### config.mk
export PLATFORM = sky130hd
export DESIGN_NAME = csfr_status
export DESIGN_NICKNAME = d
export VERILOG_FILES = /design/src/rtl/csfr_pkg.sv /design/src/rtl/csfr_flag_unit.sv /design/src/rtl/csfr_status.sv
export VERILOG_INCLUDE_DIRS = /design/src /design/src/rtl
export SDC_FILE = /design/constraint.sdc
export NUM_CORES = 1
export LEC_CHECK = 0
export BUFFER_PORTS_ARGS = -buffer_cell sky130_fd_sc_hd__buf_4
export CORE_UTILIZATION = 39
export CTS_CLUSTER_SIZE = 14
export DETAILED_ROUTE_END_ITERATION = 7
export PLACE_DENSITY_LB_ADDON = 0.12
export SLEW_MARGIN = 20
export SYNTH_ARGS = -nofsm -noshare
export SYNTH_HDL_FRONTEND = slang
export SYNTH_SLANG_ARGS = --single-unit
### constraint.sdc
create_clock -name clock_i -period 5.84 [get_ports clock_i]
set_clock_uncertainty 0.05 [all_clocks]
set_input_delay 0 -clock clock_i [delete_from_list [all_inputs] [get_ports clock_i]]
set_output_delay 0 -clock clock_i [all_outputs]
set_load 0.02 [all_outputs]
### src/rtl/csfr_map.svh
// Register map, field positions and reset values of the status register.
// Assumes inclusion by bare name from the package only; the design files use its macros through it.
`ifndef CSFR_MAP_SVH
`define CSFR_MAP_SVH

// ****************************************
// Register indices (byte address = 4 * index)
// ****************************************
`define CSFR_IDX_BANK0 9'h003
`define CSFR_IDX_BANK1 9'h083
`define CSFR_IDX_BANK2 9'h103
`define CSFR_IDX_BANK3 9'h183
`define CSFR_IDX_LOW_MSB 6
`define CSFR_IDX_LOW 7'h03
`define CSFR_IDX_TOP_W 23

// ****************************************
// Field positions
// ****************************************
`define CSFR_BIT_IRP 7
`define CSFR_BIT_RPH 6
`define CSFR_BIT_RPL 5
`define CSFR_BIT_TO 4
`define CSFR_BIT_PD 3
`define CSFR_BIT_Z 2
`define CSFR_BIT_DC 1
`define CSFR_BIT_C 0

// ****************************************
// Values
// ****************************************
`define CSFR_RESET 8'h18
`define CSFR_NIBBLE_MSB 4
`define CSFR_BYTE_MSB 8
`define CSFR_HTRANS_NONSEQ 2'h2
`define CSFR_HRESP_OKAY 1'h0

`endif

### src/rtl/csfr_pkg.sv
// Types shared by the status register and its flag unit.
// Assumes csfr_map.svh sits beside it.
package csfr_pkg;
   `include "csfr_map.svh"

   typedef enum logic [2:0] {
      CSFR_ALU_NONE = 3'b000,
      CSFR_ALU_ADD = 3'b001,
      CSFR_ALU_SUB = 3'b010,
      CSFR_ALU_LOGIC = 3'b011,
      CSFR_ALU_CLEAR = 3'b100
   } csfr_alu_op_t;

   typedef struct packed {
      logic [7:0] status;
      logic wr_pend;
      logic [7:0] rd_data;
   } csfr_state_t;
endpackage : csfr_pkg

### src/rtl/csfr_flag_unit.sv
// Flag unit: zero, digit carry and carry of one ALU operation.
// Assumes operands and the logic result are stable in the cycle of the op.
`timescale 1ns/1ps
module csfr_flag_unit
   import csfr_pkg::*;
(
   input wire csfr_alu_op_t op_i,
   input wire logic [7:0] a_i,
   input wire logic [7:0] b_i,
   input wire logic [7:0] logic_res_i,
   output logic z_o,
   output logic dc_o,
   output logic c_o
);
   logic [7:0] opnd;
   logic [8:0] sum;
   logic [4:0] nib;

   always_comb begin
      // Subtraction adds the two's complement, so C and DC read as not-borrow
      opnd = (op_i == CSFR_ALU_SUB) ? ~b_i : b_i;
      sum = {1'b0, a_i} + {1'b0, opnd}
         + {8'h00, (op_i == CSFR_ALU_SUB)};
      nib = {1'b0, a_i[3:0]} + {1'b0, opnd[3:0]}
         + {4'h0, (op_i == CSFR_ALU_SUB)};
      c_o = sum[`CSFR_BYTE_MSB];
      dc_o = nib[`CSFR_NIBBLE_MSB];
      unique case (op_i)
         CSFR_ALU_ADD, CSFR_ALU_SUB: z_o = (sum[7:0] == 8'h00);
         CSFR_ALU_LOGIC: z_o = (logic_res_i == 8'h00);
         CSFR_ALU_CLEAR: z_o = 1'b1;
         CSFR_ALU_NONE: z_o = 1'b0;
         default: z_o = 1'b0;
      endcase
   end
endmodule : csfr_flag_unit

### src/rtl/csfr_status.sv
// Processor status register with core update port and AHB-Lite slave.
// Assumes one clock, synchronous reset at power-up, decoder pulses per op.
//
// What this block does
// - Holds ALU flags, reset-cause flags and bank-select bits in one register.
// - Status register accepts instruction results like any data register.
// - Flag-affecting ops drop written Z, DC, C and use their own flags.
// - Instruction writes never change watchdog-expiry or sleep-entered flags.
// - Clear op takes bank bits from write data, sets zero, keeps reset and carry flags.
// - On subtraction carry and digit carry mean not-borrow.
// - Same register reached at the status offset of all four banks.
// - Watchdog flag cleared by timeout, set by power-up, kick or sleep.
// - Sleep flag set by power-up or kick, cleared by sleep.
// - Zero flag follows whether the result is zero.
// - Carry from result top bit, digit carry from bit four.
//
// Local design decision: the AHB-Lite interface to the registers.
`timescale 1ns/1ps
module csfr_status
   import csfr_pkg::*;
(
   input wire logic clock_i,
   input wire logic rst_n_i,
   // Core side
   input wire logic core_wr_i,
   input wire logic [8:0] core_addr_i,
   input wire logic [7:0] core_wr_data_i,
   input wire csfr_alu_op_t alu_op_i,
   input wire logic [7:0] alu_a_i,
   input wire logic [7:0] alu_b_i,
   input wire logic [7:0] logic_res_i,
   input wire logic wdt_timeout_i,
   input wire logic watchdog_kick_i,
   input wire logic sleep_i,
   output logic [7:0] processor_flags_o,
   output logic indirect_bank_select_o,
   output logic [1:0] direct_bank_field_o,
   // AHB-Lite slave
   input wire logic hsel_i,
   input wire logic [31:0] haddr_i,
   input wire logic [1:0] htrans_i,
   input wire logic hwrite_i,
   input wire logic [2:0] hsize_i,
   input wire logic [31:0] hwdata_i,
   input wire logic hready_i,
   output logic [31:0] hrdata_o,
   output logic hreadyout_o,
   output logic hresp_o
);
   csfr_state_t r;
   csfr_state_t next_r;
   logic fu_z;
   logic fu_dc;
   logic fu_c;
   logic core_hit;
   logic bus_hit;
   logic bus_take;
   logic [7:0] wdat;
   logic wr_any;

   // ****************************************
   // Flag unit
   // ****************************************
   csfr_flag_unit u_flags (
      .op_i(alu_op_i),
      .a_i(alu_a_i),
      .b_i(alu_b_i),
      .logic_res_i(logic_res_i),
      .z_o(fu_z),
      .dc_o(fu_dc),
      .c_o(fu_c)
   );

   // ****************************************
   // Address decode
   // ****************************************
   always_comb begin
      // Bank bits of the address are ignored, so all four mirrors hit
      core_hit = (core_addr_i[`CSFR_IDX_LOW_MSB:0] == `CSFR_IDX_LOW);
      bus_hit = (haddr_i[1:0] == 2'h0)
         && (haddr_i[`CSFR_IDX_LOW_MSB+2:2] == `CSFR_IDX_LOW)
         && (haddr_i[31:11] == 21'h000000);
      bus_take = hsel_i && hready_i && (htrans_i == `CSFR_HTRANS_NONSEQ);
   end

   // ****************************************
   // Next state
   // ****************************************
   always_comb begin
      next_r = r;
      wr_any = 1'b0;
      wdat = r.status;
      // Core write has priority over a bus write in the same cycle
      if (core_wr_i && core_hit) begin
         wr_any = 1'b1;
         wdat = core_wr_data_i;
      end else if (r.wr_pend) begin
         wr_any = 1'b1;
         wdat = hwdata_i[7:0];
      end
      if (wr_any) begin
         next_r.status[`CSFR_BIT_IRP:`CSFR_BIT_RPL] =
            wdat[`CSFR_BIT_IRP:`CSFR_BIT_RPL];
         if (alu_op_i == CSFR_ALU_NONE || !(core_wr_i && core_hit)) begin
            next_r.status[`CSFR_BIT_Z:`CSFR_BIT_C] =
               wdat[`CSFR_BIT_Z:`CSFR_BIT_C];
         end
         // Reset-cause bits are never taken from write data
      end
      unique case (alu_op_i)
         CSFR_ALU_ADD, CSFR_ALU_SUB: begin
            next_r.status[`CSFR_BIT_Z] = fu_z;
            next_r.status[`CSFR_BIT_DC] = fu_dc;
            next_r.status[`CSFR_BIT_C] = fu_c;
         end
         CSFR_ALU_LOGIC: begin
            next_r.status[`CSFR_BIT_Z] = fu_z;
         end
         CSFR_ALU_CLEAR: begin
            next_r.status[`CSFR_BIT_Z] = fu_z;
         end
         CSFR_ALU_NONE: begin
         end
         default: begin
         end
      endcase
      if (watchdog_kick_i) begin
         next_r.status[`CSFR_BIT_TO] = 1'b1;
         next_r.status[`CSFR_BIT_PD] = 1'b1;
      end else if (sleep_i) begin
         next_r.status[`CSFR_BIT_TO] = 1'b1;
         next_r.status[`CSFR_BIT_PD] = 1'b0;
      end
      // Timeout wins over kick and sleep in the same cycle
      if (wdt_timeout_i) begin
         next_r.status[`CSFR_BIT_TO] = 1'b0;
      end
      next_r.wr_pend = bus_take && hwrite_i && bus_hit;
      next_r.rd_data = (bus_take && !hwrite_i && bus_hit) ? r.status : 8'h00;
   end

   // ****************************************
   // State register
   // ****************************************
   always_ff @(posedge clock_i) begin
      if (!rst_n_i) begin
         r.status <= `CSFR_RESET;
         r.wr_pend <= 1'b0;
         r.rd_data <= 8'h00;
      end else begin
         r <= next_r;
      end
   end

   // ****************************************
   // Outputs
   // ****************************************
   always_comb begin
      processor_flags_o = r.status;
      // One selects banks two and three for indirect access
      indirect_bank_select_o = r.status[`CSFR_BIT_IRP];
      // Plain two-bit bank number: 00..11 give banks zero..three
      direct_bank_field_o =
         r.status[`CSFR_BIT_RPH:`CSFR_BIT_RPL];
      hrdata_o = {24'h000000, r.rd_data};
      hreadyout_o = 1'b1;
      hresp_o = `CSFR_HRESP_OKAY;
   end
endmodule : csfr_status

==> impl_metrics.ini <==
[finish]
drive_above_1_share_pct = 40.6
nets = 426
n_antenna_cell = 0
syn_to_final_growth_pct = 43.3
final_cell_mix = 106 x buf_4, 26 x conb_1, 17 x dfxtp_1, 10 x nor4_1
final_util_pct = 59.6
final_common_cell = buf_4
fin_cells = 343

[setup_path]
crit_top_cell = buf_4
worst-path-buf-inv = 2
critPathTopFamily = simple AND/OR/NAND/NOR gates
crit_type = primary input to register
startpoint_type = primary input
crit_required_ns = 5.95
slowest_stage = or4_1
crit_chain = buf_4 -> nor3b_1 -> buf_4 -> xor2_1 -> ha_1 -> and3b_1 -> or4_1 -> a221oi_4 -> o211ai_2 -> a221oi_2
path_max_fanout = 7
cp-end-kind = register
worst-endpoint-arrival_ns = 2.41
max_stage_delay_ns = 0.55

[outcome]
status = finished, final reports clean

[sta]
fin_crit_sh_pct = 39.4
grt_setup_unrepaired = false
period_minus_slack_ns = 2.30
final_hold_viol_count = 0
holdWs_ns = 0.00648
max_slew_margin_pct = 56.7
setup_tns_ns = 0
setup_viol_count_final = 0
maxSlewViolCount = 0
fmax_mhz = 435
tightest_slew_ns = 0.644

[pwr]
p_int_mw = 0.244
p_clk_share_pct = 23.9
p_leak_nw = 1.21
vdd_ir_drop_max_v = 0.0000736
power.total_mw = 0.357
powerDensity_mw_per_mm2 = 147
seqPwrFrac_pct = 33.8
pwr-share-comb_pct = 42.3
swShare_pct = 31.8
p_switching_mw = 0.113

[synth]
synth_cells = 200
syn_area_per_cell_um2 = 8.50
synth_seq_area_share_pct = 20.0
ys.flop_type = dfxtp_1
ys_warn_count = 0
ys_async_sr_fraction_pct = 0
ys_types = 54
syn_area_mm2 = 0.00170
synth_seq_cells = 17
synth_edf_count = 0

[clocking]
htreeDepth = 1
clk_pin_slew_worst_paths_ns = 0.06
cts-buffers-inserted = 3
cts_tree = built
cts_root_buf = clkbuf_8
cts_buffer_depth = 2
ctsResizeCount = 0
insertion_delay_ns = 0.24
cts_sinks = 17

[min_path]
hp-class = primary input to register

[floorplanning]
start_util_pct = 41.6
dieArea_mm2 = 0.00462
core-area_mm2 = 0.00409
die_y_um = 68.0
ios = 167
die_x_um = 68.0
rows = 23

[placed_design]
place_inst = 330
numPortBuffers = 105
gp_congestion = 0.741
hpwl_um = 3600

[drt]
detail-route-antenna-nets = 0
first_pass_iters = 4
routed_wl_um = 4220
vias = 1666
drt_iter0_drc = 42
drc = 0
viasPerCell = 4.86
routedWlPerCell_um = 12.3

[global_route]
antenna_found_initial = 0
grt_first_pass_wirelength_um = 6490
grtUsageTotal_pct = 18.3
grt_max_degree = 14
grt_pass1_vias = 1488
grt-ovfl-total = 0

[job]
maxCapViolCount = 0
## cells by family (layout without fill, tap and decap cells)
family | after synthesis | in the layout | share of synthesized area, %
flip-flops | 17 | 17 | 20.0
buffers and inverters | 56 | 125 | 22.2
XOR/XNOR | 11 | 11 | 5.67
other | 2 | 26 | 0.442
adder cells (fa/ha/maj) | 10 | 10 | 7.81
AO/OA/AOI/OAI | 39 | 39 | 20.0
multiplexers | 3 | 3 | 1.77
AND/OR/NAND/NOR | 62 | 62 | 22.1
## path summary, 6_finish.rpt
kind / start / endpoint / slack, ns / cells after the start
setup / recovery: alu_op_i[0] / processor_flags_o[2] / 3.54 / 10
hold / removal: rst_n_i / processor_flags_o[6] / 0.006 / 2
setup reg to reg: r[8] / processor_flags_o[2] / 4.26 / 4
hold reg to reg: processor_flags_o[0] / hrdata_o[0] / 0.45 / 1
## per-stage QoR
stage / setup slack (ns) / area (um2)
5_1_grt: 3.40 / 2430
3_5_place_dp: 3.28 / 2290
4_1_cts: 3.54 / 2430
3_3_place_gp: 3.28 / 2290
2_1_floorplan: 3.41 / 1790
6_report: 3.54 / 2430
## Yosys cell counts (2+ instances only)
cell type	number	share of area [%]
a21boi_0	2	0.88
a21o_1	2	0.88
a21oi_1	2	0.59
and2_1	8	2.9
and4b_1	2	1.2
buf_1	2	0.44
buf_4	44	19
clkbuf_1	3	0.66
conb_1	2	0.44
dfxtp_1	17	20
ha_1	9	6.6
inv_1	6	1.3
mux2i_1	3	1.8
nand2_1	9	2.0
nand2b_1	2	0.74
nand3_1	2	0.59
nand3b_1	3	1.3
nand4_1	3	1.1
nor2_1	5	1.1
nor3_1	5	1.5
nor3b_1	2	0.88
nor4_1	11	4.1
o211a_1	4	2.4
o211ai_1	3	1.3
o21ai_0	9	2.7
o221ai_1	3	1.5
xnor2_1	3	1.5
xor2_1	8	4.1
## repair_timing
item                      CTS  global route
setup buffers               0             0
hold buffers                9             0
hold endpoints to repair    6             0
## flip-flops by register name, summed over array words and instances (netlist names)
signal and flops:
processor_flags_o 8, hrdata_o 8, r 1
## routing by layer
metal  global-route usage [%]  part of all wire, %
met3                     3.50                  8.4
met5                        0                    0
met4                     4.43                 0.74
met2                     31.6                   48
met1                     23.0                   43
## power groups by stage
stage	combinational [mW]	sequential, mW	clock [mW]
after global placement	0.145	0.123	0
after detailed placement	0.147	0.123	0
after CTS	0.152	0.121	0.0871
after global routing	0.167	0.121	0.0917
after floorplan	0.102	0.122	0
final	0.151	0.121	0.0855
## final cells by class
class / count / area [um2]
inverters: 6 / 22.5
flip-flops and latches: 17 / 340
multi-input cells: 151 / 1080
repair buffers: 115 / 886
well taps: 50 / 62.6
clock buffers: 4 / 45.0
fillers: 418 / 1650
(Power assumes the default switching activity.)
